### src/hw/npi_pkg.sv
// package of constants for the host-side parallel flash pin controller
package npi_pkg;
	localparam int CLK_MHZ = 200;
	// strobe low and high phase, in ns, rounded up to whole cycles
	localparam int STROBE_LOW_NS = 25;
	localparam int STROBE_HIGH_NS = 15;
	localparam int STROBE_LOW_CYC = (STROBE_LOW_NS * CLK_MHZ + 999) / 1000;
	localparam int STROBE_HIGH_CYC = (STROBE_HIGH_NS * CLK_MHZ + 999) / 1000;
	localparam int ADDR_BYTES = 5;
	localparam int ADDR_W = 40;
	localparam int CNT_W = 8;
	localparam logic [1:0] KIND_CMD = 2'h0;
	localparam logic [1:0] KIND_ADDR = 2'h1;
	localparam logic [1:0] KIND_WRITE = 2'h2;
	localparam logic [1:0] KIND_READ = 2'h3;
	typedef enum logic [2:0] {
		NPI_IDLE = 3'b000,
		NPI_SETUP = 3'b001,
		NPI_LOW = 3'b010,
		NPI_HIGH = 3'b011,
		NPI_NEXT = 3'b100
	} npi_state_e;
endpackage : npi_pkg

### src/hw/npi_host.sv
// host controller driving an asynchronous parallel flash over its pins
// Behaviour
// - address select low except address loading
// - command select low except command loading
// - select may drop during program/erase
// - busy is open drain, pulled up
// - full address is five byte cycles
// - phase select latched only when selected
module npi_host #(
	parameter int FIFO_DEPTH = 4
) (
	input wire logic mclk, // system clock
	input wire logic rstn, // async reset, active low
	input wire logic ce, // clock enable, freezes state when low
	input wire logic [1:0] req_kind, // cmd, addr, write, read
	input wire logic req_valid, // request strobe
	output logic req_ready, // controller idle
	input wire logic req_die, // 0 first select, 1 second select
	input wire logic [7:0] req_cmd, // command byte
	input wire logic [39:0] req_addr, // five address bytes, low first
	input wire logic [7:0] req_count, // bytes to move, 0 means 256
	input wire logic req_keep_select, // hold select after transfer
	input wire logic [7:0] wr_data, // write data in
	input wire logic wr_valid, // write data valid
	output logic wr_ready, // write fifo can take data
	output logic [7:0] rd_data, // read byte
	output logic rd_valid, // read byte pulse
	input wire logic guard_in, // host wants programming allowed
	output logic chip_select_n, // first select
	output logic second_chip_select_n, // second select
	output logic cmd_phase_select, // command phase
	output logic addr_phase_select, // address phase
	output logic input_strobe_n, // host to device strobe
	output logic output_strobe_n, // device to host strobe
	output logic program_guard_n, // write protect, low blocks program
	output logic [7:0] bus_out, // shared bus drive value
	output logic bus_oe, // high while host drives the bus
	input wire logic [7:0] bus_in, // shared bus sampled
	input wire logic busy_flag_n, // open drain busy, pulled up off chip
	input wire logic second_busy_flag_n, // busy for second half
	output logic ready_first, // filtered ready of first half
	output logic ready_second // filtered ready of second half
);
	npi_pkg::npi_state_e state;
	logic [1:0] kind;
	logic [39:0] abuf;
	logic [7:0] cmd;
	logic [7:0] left;
	logic [3:0] tcnt;
	logic [1:0] s1, s2, s3;
	logic [7:0] bus_s1, bus_s2, bus_s3, bus_seen;
	logic [7:0] fifo_data;
	logic fifo_valid;
	logic fifo_pop;
	logic fifo_in_ready;

	// true when the current phase drives the bus
	function automatic logic drives(input logic [1:0] k);
		drives = (k != npi_pkg::KIND_READ);
	endfunction : drives

	// write data waits here; the strobe engine stalls when it runs dry
	npi_fifo #(.WIDTH(8), .DEPTH(FIFO_DEPTH)) u_fifo (
		.mclk(mclk),
		.rstn(rstn),
		.ce(ce),
		.in_data(wr_data),
		.in_valid(wr_valid),
		.in_ready(fifo_in_ready),
		.out_data(fifo_data),
		.out_valid(fifo_valid),
		.out_ready(fifo_pop)
	);
	assign fifo_pop = ce && state == npi_pkg::NPI_NEXT && kind == npi_pkg::KIND_WRITE;

	// three-stage sync of busy pins and the bus; agree of 2nd and 3rd counts
	always_ff @(posedge mclk or negedge rstn)
	begin
		if (!rstn)
		begin
			s1 <= 2'h3;
			s2 <= 2'h3;
			s3 <= 2'h3;
			bus_s1 <= 8'h00;
			bus_s2 <= 8'h00;
			bus_s3 <= 8'h00;
			bus_seen <= 8'h00;
			ready_first <= 1'b0;
			ready_second <= 1'b0;
		end
		else if (ce)
		begin
			s1 <= {second_busy_flag_n, busy_flag_n};
			s2 <= s1;
			s3 <= s2;
			bus_s1 <= bus_in; // read strobe must stay low five cycles to clear this
			bus_s2 <= bus_s1;
			bus_s3 <= bus_s2;
			if (bus_s2 == bus_s3)
				bus_seen <= bus_s3;
			if (s2[0] == s3[0])
				ready_first <= s3[0];
			if (s2[1] == s3[1])
				ready_second <= s3[1];
		end
	end

	// guard pin follows the host wish; low blocks program and erase
	always_ff @(posedge mclk or negedge rstn)
	begin
		if (!rstn)
			program_guard_n <= 1'b0;
		else if (ce)
			program_guard_n <= guard_in;
	end

	// strobe engine: setup, strobe low, strobe high, next byte
	always_ff @(posedge mclk or negedge rstn)
	begin
		if (!rstn)
		begin
			state <= npi_pkg::NPI_IDLE;
			kind <= npi_pkg::KIND_CMD;
			abuf <= '0;
			cmd <= '0;
			left <= '0;
			tcnt <= '0;
			chip_select_n <= 1'b1;
			second_chip_select_n <= 1'b1;
			cmd_phase_select <= 1'b0;
			addr_phase_select <= 1'b0;
			input_strobe_n <= 1'b1;
			output_strobe_n <= 1'b1;
			bus_out <= '0;
			bus_oe <= 1'b0;
			rd_data <= '0;
			rd_valid <= 1'b0;
			req_ready <= 1'b1;
			wr_ready <= 1'b0;
		end
		else if (ce)
		begin
			rd_valid <= 1'b0;
			wr_ready <= fifo_in_ready;
			case (state)
				npi_pkg::NPI_IDLE:
				begin
					if (req_valid)
					begin
						kind <= req_kind;
						cmd <= req_cmd;
						abuf <= req_addr;
						req_ready <= 1'b0;
						chip_select_n <= req_die;
						second_chip_select_n <= !req_die;
						left <= (req_kind == npi_pkg::KIND_CMD) ? 8'h01 :
							(req_kind == npi_pkg::KIND_ADDR) ? 8'(npi_pkg::ADDR_BYTES) :
							req_count;
						// only one select at a time, never both
						cmd_phase_select <= (req_kind == npi_pkg::KIND_CMD);
						addr_phase_select <= (req_kind == npi_pkg::KIND_ADDR);
						tcnt <= '0;
						state <= npi_pkg::NPI_SETUP;
					end
				end
				npi_pkg::NPI_SETUP:
				begin
					// wait for write data rather than strobe garbage
					if (kind != npi_pkg::KIND_WRITE || fifo_valid)
					begin
						bus_oe <= drives(kind);
						bus_out <= (kind == npi_pkg::KIND_CMD) ? cmd :
							(kind == npi_pkg::KIND_ADDR) ? abuf[7:0] : fifo_data;
						if (kind == npi_pkg::KIND_READ)
							output_strobe_n <= 1'b0;
						else
							input_strobe_n <= 1'b0;
						tcnt <= '0;
						state <= npi_pkg::NPI_LOW;
					end
				end
				npi_pkg::NPI_LOW:
				begin
					tcnt <= tcnt + 4'h1;
					if (tcnt == 4'(npi_pkg::STROBE_LOW_CYC - 1))
					begin
						// rising edge latches the byte in the device
						input_strobe_n <= 1'b1;
						output_strobe_n <= 1'b1;
						if (kind == npi_pkg::KIND_READ)
						begin
							rd_data <= bus_seen;
							rd_valid <= 1'b1;
						end
						tcnt <= '0;
						state <= npi_pkg::NPI_HIGH;
					end
				end
				npi_pkg::NPI_HIGH:
				begin
					tcnt <= tcnt + 4'h1;
					if (tcnt == 4'(npi_pkg::STROBE_HIGH_CYC - 1))
						state <= npi_pkg::NPI_NEXT;
				end
				npi_pkg::NPI_NEXT:
				begin
					abuf <= {8'h00, abuf[39:8]};
					left <= left - 8'h01;
					if (left == 8'h01)
					begin
						cmd_phase_select <= 1'b0;
						addr_phase_select <= 1'b0;
						bus_oe <= 1'b0;
						// dropping select is safe once program/erase is running
						if (!req_keep_select)
						begin
							chip_select_n <= 1'b1;
							second_chip_select_n <= 1'b1;
						end
						req_ready <= 1'b1;
						state <= npi_pkg::NPI_IDLE;
					end
					else
						state <= npi_pkg::NPI_SETUP;
				end
				default:
					state <= npi_pkg::NPI_IDLE;
			endcase
		end
	end

	// phase selects are exclusive
	a_phase_excl: assert property (@(posedge mclk) disable iff (!rstn)
		!(cmd_phase_select && addr_phase_select))
		else $error("both phase selects high");
	// bus released whenever the output strobe is low
	a_read_release: assert property (@(posedge mclk) disable iff (!rstn)
		!output_strobe_n |-> !bus_oe)
		else $error("bus driven during read strobe");
	// strobes only while a select is asserted
	a_strobe_select: assert property (@(posedge mclk) disable iff (!rstn)
		(!input_strobe_n || !output_strobe_n) |-> (!chip_select_n || !second_chip_select_n))
		else $error("strobe without select");
	// address select high only within an address request
	a_addr_low: assert property (@(posedge mclk) disable iff (!rstn)
		addr_phase_select |-> kind == npi_pkg::KIND_ADDR)
		else $error("address select outside address load");
	// command select high only within a command request
	a_cmd_low: assert property (@(posedge mclk) disable iff (!rstn)
		cmd_phase_select |-> kind == npi_pkg::KIND_CMD)
		else $error("command select outside command load");
	// input strobe rises after its low time
	a_strobe_width: assert property (@(posedge mclk) disable iff (!rstn || !ce)
		$fell(input_strobe_n) |-> !input_strobe_n [*5])
		else $error("input strobe low too short");
	// never both selects
	a_one_select: assert property (@(posedge mclk) disable iff (!rstn)
		chip_select_n || second_chip_select_n)
		else $error("both chip selects asserted");
	// host drives bus only when not reading
	a_bus_drive: assert property (@(posedge mclk) disable iff (!rstn)
		bus_oe |-> kind != npi_pkg::KIND_READ)
		else $error("bus driven on read");
	c_cmd: cover property (@(posedge mclk) disable iff (!rstn)
		cmd_phase_select && $rose(input_strobe_n));
	c_addr: cover property (@(posedge mclk) disable iff (!rstn)
		addr_phase_select && $rose(input_strobe_n));
	c_read: cover property (@(posedge mclk) disable iff (!rstn) rd_valid);
endmodule : npi_host

### src/hw/npi_fifo.sv
// small valid/ready fifo carrying write data toward the flash pins
module npi_fifo #(
	parameter int WIDTH = 8,
	parameter int DEPTH = 4
) (
	input wire logic mclk, // system clock
	input wire logic rstn, // async reset, active low
	input wire logic ce, // clock enable
	input wire logic [WIDTH-1:0] in_data, // fill side data
	input wire logic in_valid, // fill side valid
	output logic in_ready, // fill side ready
	output logic [WIDTH-1:0] out_data, // drain side data
	output logic out_valid, // drain side valid
	input wire logic out_ready // drain side ready
);
	localparam int AW = $clog2(DEPTH);
	logic [WIDTH-1:0] mem [DEPTH];
	logic [AW:0] wp;
	logic [AW:0] rp;
	logic [AW:0] fill;

	// occupancy decides full and empty honestly
	always_comb
	begin
		fill = wp - rp;
		in_ready = (fill != DEPTH[AW:0]);
		out_valid = (fill != '0);
		out_data = mem[rp[AW-1:0]];
	end

	// pointers advance only on accepted handshakes
	always_ff @(posedge mclk or negedge rstn)
	begin
		if (!rstn)
		begin
			wp <= '0;
			rp <= '0;
		end
		else if (ce)
		begin
			if (in_valid && in_ready)
				wp <= wp + 1'b1;
			if (out_valid && out_ready)
				rp <= rp + 1'b1;
		end
	end

	// storage needs no reset
	always_ff @(posedge mclk)
	begin
		if (ce && in_valid && in_ready)
			mem[wp[AW-1:0]] <= in_data;
	end
endmodule : npi_fifo

### config.mk
export PLATFORM = sky130hd
export DESIGN_NAME = npi_host
export DESIGN_NICKNAME = d
export VERILOG_FILES = /design/src/hw/npi_pkg.sv /design/src/hw/npi_host.sv /design/src/hw/npi_fifo.sv
export SDC_FILE = /design/constraint.sdc
export NUM_CORES = 1
export LEC_CHECK = 0
export BUFFER_PORTS_ARGS = -buffer_cell sky130_fd_sc_hd__buf_2
export CAP_MARGIN = 25
export CORE_MARGIN = 1
export CORE_UTILIZATION = 45
export DETAILED_ROUTE_END_ITERATION = 16
export PLACE_DENSITY = 0.63
export SYNTH_ARGS = -nofsm -noshare
export SYNTH_HDL_FRONTEND = slang
export SYNTH_SLANG_ARGS = --single-unit
### constraint.sdc
create_clock -name mclk -period 4.5 [get_ports mclk]
set_clock_uncertainty 0.2 [all_clocks]
set_input_delay 0.675 -clock mclk [delete_from_list [all_inputs] [get_ports mclk]]
set_output_delay 0.675 -clock mclk [all_outputs]
set_load 0.01 [all_outputs]
### After elaboration in Yosys (flattened, before gate mapping)

Memories as Yosys holds them, arrays and structs flattened.
Cells that the tools add are included.

| storage, ports and cells | value |
|---|---|
| register bits | 138 |
| bits in writable memories | 32 |
| bits of input ports | 84 |
| output and inout port bits | 29 |
| logic and storage cells | 139 |
| memories | 1 |

Memory list:

| name | depth | width | read ports | clocked after memory_dff | wr ports | RTL line | text |
|---|---|---|---|---|---|---|---|
| u_fifo.mem | 4 | 8 | 1 | 0 | 1 | npi_fifo.sv:17 | `logic [WIDTH-1:0] mem [DEPTH];` |

| operators by class | value |
|---|---|
| $add $sub $neg | 5 |
| eq/ne operators | 25 |
| mux-type cells | 46 |
| reduce and logical (&&, ||, !) cells | 32 |

Operator list:

| operator | number |
|---|---|
| 40-bit one-hot mux with 2 select lines | 1 |
| 40-bit two-way mux | 1 |
| 8-bit two-way mux | 5 |
| 1-bit two-way mux | 21 |
| 5-bit AND reduction | 4 |
| 2-bit != test (second input constant) | 9 |
| 1-bit one-hot mux with 2 select lines | 8 |
| 4-bit one-hot mux with 4 select lines | 1 |
| 8-bit one-hot mux with 2 select lines | 1 |
| 4-bit AND reduction | 4 |
| 3-bit one-hot mux with 5 select lines | 1 |
| 3-bit two-way mux | 4 |
| 4-bit two-way mux | 3 |
| 2-bit AND reduction | 5 |
| 3-bit AND reduction | 3 |
| 8-bit by 1-bit == test with 1-bit output (second input constant) | 1 |
| 8-bit == test | 1 |
| 8-bit by 1-bit subtractor with 8-bit output (second input constant) | 1 |
| 3-bit by 1-bit adder with 3-bit output (second input constant) | 2 |
| 3-bit by 2-bit == test with 1-bit output (second input constant) | 2 |
| 1-bit logical AND | 6 |
| 2-bit nonzero test | 3 |
| 4-bit by 1-bit adder with 4-bit output (second input constant) | 1 |
| 2-bit by 1-bit == test with 1-bit output (second input constant) | 2 |
| 15 further kinds | 18 |

### Depth between registers and ports, before layout

Gate-level depths: netlist of the first run.

| logic depth | value |
|---|---|
| word-level depth | 5 |
| depth in mapped cells | 9 |
| depth with buffers taken out | 7 |

### Modules after synthesis

A second synthesis of the first run with hierarchy kept.

| second synthesis, totals | value |
|---|---|
| cell total of the unflattened synthesis | 607 |
| area, all modules | 7568.5 um2 |

By module, submodules not included:

| module | times used | cells each | area an instance (um2) | sequential area each (um2) |
|---|---|---|---|---|
| npi_host | 1 | 526 | 5989.5 | 3316.9 |
| npi_fifo | 1 | 81 | 1579.0 | 1111.1 |

### Least setup slack after synthesis of the first run

Ideal clock, no wire load.

| timing | value |
|---|---|
| path kind | register to register |
| start | reg u_fifo.rp[1] |
| end | mem u_fifo.mem[3][0], enable pin |
| library setup time | 0.339 ns |
| data arrival time | 1.829 ns |
| data required time | 3.961 ns |
| path slack | 2.131 ns |
| cell stages (with the launch flop) | 8 |
| period minus slack after synthesis | 2.369 ns |
| path through | dfrtp_1 clkbuf_1 inv_1 ha_1 nor2b_1 xnor2_1 o211a_1 and2_1 |

| on the way | value |
|---|---|
| cells in the longest elaborated chain, start to end | 5 |

RTL lines:

| item | RTL line | text |
|---|---|---|
| start, declared | npi_fifo.sv:19 | `logic [AW:0] rp;` |
| start signal, assigned | npi_fifo.sv:44 | `rp <= rp + 1'b1;` |
| 3-bit subtractor | npi_fifo.sv:25 | `fill = wp - rp;` |
| 3-bit != test | npi_fifo.sv:26 | `in_ready = (fill != DEPTH[AW:0]);` |
| 1-bit logical AND | npi_fifo.sv:51 | `if (ce && in_valid && in_ready)` |
| 1-bit two-way mux | npi_fifo.sv:51 |  |
| 1-bit two-way mux (implied by the code) | npi_fifo.sv:52 | `mem[wp[AW-1:0]] <= in_data;` |
| end, declared | npi_fifo.sv:17 |  |

No other way between the ends.

### Final worst setup path of the first run

| timing | value |
|---|---|
| start | reg u_fifo.rp[0] |
| end | mem u_fifo.mem[1][1], enable pin |

Same word-level chain as after synthesis.

==> impl_metrics.py, run 1 <==
metrics = {
    "timing": {
        "hold_viol": 0,
        "post-route-period-util_pct": 59.96,
        "fin_setup_tns_ns": 0,
        "rsz0062_at_grt": "false",
        "slew_viol_final": 0,
        "setup_violations": 0,
        "fmax_mhz": 370.6,
        "worst_slew_pin_slew_ns": 0.8627,
        "period_minus_slack_ns": 2.698,
        "max_slew_margin_pct": 42.49,
    },
    "clocking": {
        "numCtsBuffers": 17,
        "clock_sinks": 170,
        "htree_levels": 4,
        "cts_resized": 0,
        "clockBufferDepth": 2,
        "clk_pin_slew_ns": 0.06,
        "cts_setup_buffers": 0,
        "cts_tree": "yes",
        "ctsRootBufferMaster": "clkbuf_16",
        "cts_hold_buf": 0,
        "clock_latency_ns": 0.42,
    },
    "global_route": {
        "grt_use_total_pct": 19.53,
        "grt_pass1_wl_mm": 25.11,
        "grt_pass1_vias": 5016,
        "overflow": 0,
        "antenna_found_initial": 1,
        "grt_max_degree": 77,
    },
    "synthesis": {
        "synth_top_family_by_area": "multiplexers",
        "synthCells": 616,
        "yosys.area_share.simple_pct": 9.405,
        "synth_area_sq_um": 7463,
        "muxShareOfSynthArea_pct": 15.46,
        "synth_top_area_share_pct": 42.58,
        "synth_compound_area_share_pct": 9.438,
        "ys_types": 53,
        "synth_async_sr_flop_share_pct": 81.18,
        "synth_top_area_cell": "dfrtp_1",
        "synth_xor_area_share_pct": 1.643,
        "synth_fa_ha_area_share_pct": 2.012,
        "ys_ff_latch": 170,
        "synth_edf_count": 32,
        "syn-num-nets": 712,
        "syn_avg_cell_area_sq_um": 12.12,
        "ys.flop_type": "dfrtp_1",
        "yosys-top-cells-area": "dfrtp_1, edfxtp_1, mux2_2, mux2i_1, o21ai_0",
        "yosys_warnings": 0,
        "synth-seq-area-share_pct": 59.33,
    },
    "power_and_ir_drop": {
        "p_sw_mw": 1.598,
        "clockPowerShare_pct": 28.4,
        "p_seq_share_pct": 47.5,
        "swShare_pct": 31.90,
        "total_leakage_power_nw": 3.950,
        "finalPower_mw": 5.009,
        "vdd_ir_drop_max_mv": 0.3107,
        "internal_power_mw": 3.411,
        "comb_power_share_pct": 24.1,
        "powerDensity_nw_per_um2": 569.7,
    },
    "worst_setup_path": {
        "startpoint": "u_fifo.rp[0]$_DFFE_PN0P_",
        "arrival_ns": 2.56,
        "rr_startpoint": "u_fifo.rp[0]$_DFFE_PN0P_",
        "critPathTopFamily": "flip-flops",
        "cp_slowest_cell": "dfrtp_1",
        "start_kind": "flip-flop",
        "crit_buf_inv": 0,
        "crit_required_ns": 4.36,
        "crit_fanout": 11,
        "crit_chain": "ha_1 -> nor2b_1 -> xnor2_1 -> o211a_1 -> and2_1",
        "worstSetupEndpointType": "flip-flop",
        "worstSetupPathType": "reg2reg",
        "critical_path.max_stage_delay_ns": 0.60,
    },
    "floorplan": {
        "fp.coreArea_sq_um": 16060,
        "die_w_microns": 130.8,
        "initial_utilization_pct": 46.48,
        "io_pins": 113,
        "rows": 46,
        "dieArea_sq_um": 17100,
        "fp.dieH_microns": 130.8,
    },
    "hold_path": {
        "min_path_type": "in2async",
    },
    "routing": {
        "wl_met2_mm": 7.691,
        "drc": 0,
        "dr_wl_met3_microns": 654,
        "ant_nets": 0,
        "viasPerCell": 5.182,
        "firstDrtPassIters": 5,
        "drt-wirelength-per-cell_microns": 16.34,
        "topRoutingLayerUsed": "met5",
        "drt-total-wl_mm": 15.52,
        "num_vias": 4923,
        "drt_iter0_drc": 293,
        "met1_length_mm": 7.058,
    },
    "place": {
        "dp.cells": 917,
        "portBuffers": 112,
        "dp_hpwl_mm": 10.73,
        "post_dp_cell_area_sq_um": 8213,
        "gp_congestion": 0.7732,
    },
    "cells_and_area": {
        "nFillCells": 1384,
        "num-nets-final": 816,
        "area.growth.synth_to_final_pct": 17.80,
        "drive_above_1_share_pct": 29.88,
        "fin_area_sq_um": 8792,
        "stdcell_count": 950,
    },
    "status": {
        "status": "completed",
    },
    "run": {
        "max-cap-violations": 0,
    },
}
-- final timing paths --
kind / to / slack [ns] / depth (start not counted)
hold reg to reg: bus_out[4]$_DFFE_PN0P_ / 0.27 / 2
max in group asynchronous: bus_s1[7]$_DFFE_PN0P_ / 3.05 / 2
setup / recovery: u_fifo.mem[1][1]$_DFFE_PP_ / 1.80 / 5
hold / removal: bus_out[3]$_DFFE_PN0P_ / 0.07 / 1
setup reg to reg: u_fifo.mem[1][1]$_DFFE_PP_ / 1.80 / 5
min in group mclk: second_chip_select_n$_DFFE_PN1P_ / 0.20 / 2
-- per-stage QoR --
step / util, % / setup slack [ns] / hold WS, ns
floorplan: - / 2.131 / 0.1794
global placement: 51.15 / 1.841 / 0.2576
detailed placement: 51.15 / 1.774 / 0.2612
CTS: 54.74 / 1.766 / 0.09981
global route: 54.74 / 1.525 / 0.1290
finish: 54.75 / 1.802 / 0.06869
-- power groups by stage --
stage,sequential (mW),combinational [mW],clock [mW]
after global routing,2.44,1.38,1.51
after floorplan,2.27,0.941,0
final,2.38,1.21,1.42
after CTS,2.38,1.22,1.45
after detailed placement,2.40,1.22,0
after global placement,2.39,1.18,0
-- state kept, by name (all words and copies together) (netlist names), 2 cells and up --
register	cells
bus_seen	8
bus_s1	8
s1	2
kind	2
s2	2
s3	2
bus_s2	8
tcnt	4
bus_s3	8
bus_out	8
u_fifo.rp	3
left	8
abuf	40
u_fifo.mem	32
state	3
rd_data	8
cmd	8
u_fifo.wp	3
-- layer usage --
layer,global-route usage [%],up-vias
li1,-,2398
met1,24.67,2419
met2,32.52,94
met3,5.619,10
met4,6.085,2
met5,0,-
-- layout by cell type, fill, tap and decap left out, types with 2 or more instances in the layout --
master / count
dfrtp_1: 127
inv_1: 17
xnor2_1: 5
buf_4: 5
edfxtp_1: 32
dfstp_2: 11
nor3_1: 4
a22o_1: 9
mux4_2: 8
bufinv_16: 2
and3_1: 5
nor2b_1: 5
ha_1: 12
clkinv_1: 4
clkinvlp_4: 3
nand3_1: 9
a22oi_1: 2
mux2_2: 50
nor4_1: 2
buf_2: 111
clkbuf_16: 18
nor2_1: 32
nor3b_1: 2
nand2b_1: 4
xor2_1: 9
o21ai_0: 64
clkinv_2: 4
mux2i_1: 41
nand4_1: 3
nand3b_1: 2
a31oi_1: 5
nand2_1: 75
and2_1: 4
a21oi_1: 22
-- final cells by class --
class                   instances  area [sq um]  share of cell area, %
repair buffers                117         604.3                  6.873
well taps                     216         270.3                  3.074
flip-flops and latches        170          4428                  50.36
clock buffers                  18         450.4                  5.123
clock inverters                14         126.4                  1.437
diodes                          1         2.502                0.02846
inverters                      17         63.81                 0.7258
multi-input cells             397          2846                  32.38
-- synth_stat cells, types with 2 or more instances --
master / n
xor2_1: 9
edfxtp_1: 32
nor2b_1: 5
xnor2_1: 5
nor2_1: 32
a22o_1: 9
ha_1: 12
nor4_1: 2
buf_4: 2
mux2_2: 50
clkbuf_1: 17
inv_1: 17
a22oi_1: 2
nand3_1: 9
buf_1: 4
mux4_2: 8
dfstp_2: 11
and3_1: 5
a31oi_1: 5
nand2_1: 75
a21oi_1: 22
and2_1: 4
dfrtp_1: 127
nand2b_1: 4
mux2i_1: 41
nor3_1: 4
buf_2: 9
nand4_1: 3
o21ai_0: 64
nand3b_1: 2
nor3b_1: 3
-- kinds of logic after synthesis --
| logic type | count (synthesis) |
|---|---|
| AND/OR/NAND/NOR | 153 |
| multiplexers | 99 |
| adder cells (fa/ha/maj) | 12 |
| flip-flops | 170 |
| AO/OA/AOI/OAI | 119 |
| buffers and inverters | 49 |
| XOR/XNOR | 14 |
Power figures use the tool's default switching activity.
==> run 2: changes to the inputs <==
--- a/config.mk
+++ b/config.mk
@@ -5,6 +5,7 @@
 export SDC_FILE = /design/constraint.sdc
 export NUM_CORES = 1
 export LEC_CHECK = 0
+export ABC_AREA = 1
 export BUFFER_PORTS_ARGS = -buffer_cell sky130_fd_sc_hd__buf_2
 export CAP_MARGIN = 25
 export CORE_MARGIN = 1
==> constraint.sdc (replaced) <==
create_clock -name mclk -period 2.6 [get_ports mclk]
set_clock_uncertainty 0.2 [all_clocks]
set_input_delay 0.39 -clock mclk [delete_from_list [all_inputs] [get_ports mclk]]
set_output_delay 0.39 -clock mclk [all_outputs]
set_load 0.01 [all_outputs]
==> run 2 against run 1 <==
Against the previous run: first-iteration DRC count increased by 27%; synthesized cell count increased by 44%; flip-flop and latch count unchanged; global-route usage increased by 1.4 points; wire length increased by 12%; sequential power increased by 68%; power increased by 90%; worst setup slack got worse by 1.5 ns; clock power increased by 71%; fmax increased by 17%; utilization increased by 1.8 points; critical path depth increased by 3.
==> impl_metrics.py, run 2 <==
metrics = {
    "routing": {
        "drt-wirelength-per-cell_microns": 13.67,
        "num_vias": 6144,
        "firstDrtPassIters": 5,
        "ant_nets": 0,
        "drc": 0,
        "viasPerCell": 4.845,
        "drt-total-wl_mm": 17.33,
        "drt_iter0_drc": 372,
    },
    "run": {
        "max-cap-violations": 0,
    },
    "global_route": {
        "grt_pass1_wl_mm": 29.07,
        "grt_max_degree": 67,
        "overflow": 0,
        "antenna_found_initial": 0,
        "grt_pass1_vias": 5858,
        "grt_use_total_pct": 20.94,
    },
    "cells_and_area": {
        "multiInputGateArea_sq_um": 2823,
        "layout_commonest_cell": "nand2_1",
        "largest_reg_flops": 40,
        "area.growth.synth_to_final_pct": 21.53,
        "antenna-diode-count": 0,
        "nFillCells": 1535,
        "final_cell_mix": "nand2_1, dfrtp_1, buf_2",
        "num-nets-final": 1131,
        "drive_above_1_share_pct": 19.27,
        "regMostFlops": "abuf",
        "register_area_sq_um": 4429,
    },
    "worst_setup_path": {
        "r2r_slack_ns": 0.30,
        "worstSetupEndpointType": "flip-flop",
        "arrival_ns": 2.23,
        "crit_fanout": 10,
        "crit_required_ns": 2.53,
        "worstSetupPathType": "reg2reg",
        "start_kind": "flip-flop",
    },
    "hold_path": {
        "min_path_type": "in2reg",
    },
    "timing": {
        "fmax_mhz": 435.5,
        "rsz0062_at_grt": "false",
        "hold_ws_ns": 0.01111,
        "period_minus_slack_ns": 2.296,
        "max_slew_margin_pct": 55.19,
        "post-route-period-util_pct": 88.32,
        "hold_viol": 0,
        "worst_slew_pin_slew_ns": 0.6722,
        "slew_viol_final": 0,
        "setup_violations": 0,
        "fin_setup_tns_ns": 0,
    },
    "place": {
        "portBuffers": 112,
        "gp_congestion": 0.8779,
        "dp_hpwl_mm": 12.00,
    },
    "synthesis": {
        "ys_types": 39,
        "synthCells": 889,
        "synth_top_area_share_pct": 40.88,
        "syn-num-nets": 985,
        "yosys_warnings": 0,
        "yosys-top-cells-area": "dfrtp_1, nand2_1, edfxtp_1, o21ai_0, inv_1",
        "synth_area_sq_um": 7775,
        "synth-seq-area-share_pct": 56.95,
        "synthTopCellsByCount": "nand2_1, dfrtp_1, o21ai_0, inv_1, nor2_1",
        "ys.flop_type": "dfrtp_1",
        "ys_ff_latch": 170,
        "synth_top_area_cell": "dfrtp_1",
        "synth_async_sr_flop_share_pct": 81.18,
        "yosysMostFrequentCell": "nand2_1",
        "synth_edf_count": 32,
        "syn_avg_cell_area_sq_um": 8.746,
    },
    "power_and_ir_drop": {
        "finalPower_mw": 9.494,
        "total_leakage_power_nw": 4.566,
        "vdd_ir_drop_max_mv": 0.5744,
        "powerDensity_nw_per_um2": 1005,
    },
    "clocking": {
        "numCtsBuffers": 17,
        "clk_pin_slew_ns": 0.06,
        "clockBufferDepth": 2,
        "cts_tree": "yes",
        "ctsRootBufferMaster": "clkbuf_16",
        "clock_latency_ns": 0.43,
        "htree_levels": 4,
        "clock_sinks": 170,
    },
    "floorplan": {
        "rows": 47,
        "dieArea_sq_um": 17810,
        "fp.coreArea_sq_um": 16700,
        "die_w_microns": 133.4,
        "initial_utilization_pct": 46.55,
        "io_pins": 113,
        "fp.dieH_microns": 133.4,
    },
    "status": {
        "status": "completed",
    },
}
[run 2: changes by cell type in the layout (fill, tap and decap cells not counted), sizes merged, moves of 8 or more]
cell	change
mux2i	-41
inv	+71
dlygate4sd3	+31
mux4	-8
a21oi	+25
a22o	-9
o22ai	+12
o21ai	+42
mux2	-50
nor2	+36
nand3	+8
buf	+12
nand2	+226
[run 2: per-stage QoR]
stage / setup slack [ns] / utilization (%) / cell area, sq um / cells
after floorplan: 0.1530 / - / 7775 / 889
after global placement: 0.2866 / 51.35 / 8576 / 1205
after detailed placement: 0.2207 / 51.35 / 8576 / 1205
after CTS: 0.2015 / 56.57 / 9448 / 1268
after global routing: 0.06535 / 56.58 / 9449 / 1268
final: 0.3037 / 56.58 / 9449 / 1268
[run 2: path summary, 6_finish.rpt]
kind / start / end / depth (start not counted)
min reg2reg: output_strobe_n$_DFFE_PN1P_ / output_strobe_n$_DFFE_PN1P_ / 2
max reg2reg: u_fifo.rp[1]$_DFFE_PN0P_ / u_fifo.mem[3][2]$_DFFE_PP_ / 8
min: wr_data[3] / u_fifo.mem[0][3]$_DFFE_PP_ / 1
max: u_fifo.rp[1]$_DFFE_PN0P_ / u_fifo.mem[3][2]$_DFFE_PP_ / 8
min in group asynchronous: rstn / rd_data[2]$_DFFE_PN0P_ / 2
max in group asynchronous: rstn / abuf[38]$_DFFE_PN0P_ / 3
[run 2: per-layer routing]
metal	wire length, microns	track usage, %
met2	8021	33.13
met1	8379	28.73
met3	672	4.528
met5	0	0
met4	257	6.692
[run 2: worst max-delay path, cell delays in order (launching register included)]
cell and delay (ns):
dfrtp_2 0.45, clkinv_1 0.12, ha_1 0.34, a21oi_1 0.20, nand2_1 0.10, nand3_1 0.12, nand3_2 0.16, nor2_1 0.13
buf_4 0.18
[run 2: layout make-up]
class | instances | area share [%]
well taps | 220 | 2.913
inverters | 88 | 3.496
clock buffers | 19 | 4.688
clock inverters | 13 | 1.258
flip-flops and latches | 170 | 46.88
multi-input cells | 598 | 29.87
repair buffers | 160 | 10.90
[run 2: what timing repair did]
item / in CTS / in global routing
gates resized for setup: 0 / 1
endpoints found under the setup margin: 0 / 33
hold endpoints to repair: 95 / 0
hold buffers: 31 / 0
buffers inserted: 0 / 0
[run 2: cells by family after synthesis]
family / share of synthesized area (%)
compound gates: 12.02
xor+xnor: 0.9012
fa+ha+maj: 1.931
buf+inv: 6.775
flops: 56.95
simple gates: 21.42
[run 2: power breakdown]
group | internal (mW) | total (mW) | switching, mW
clock network | 1.35 | 2.43 | 1.08
registers | 3.53 | 4.01 | 0.484
logic | 1.11 | 3.05 | 1.94
total | 6.00 | 9.49 | 3.50
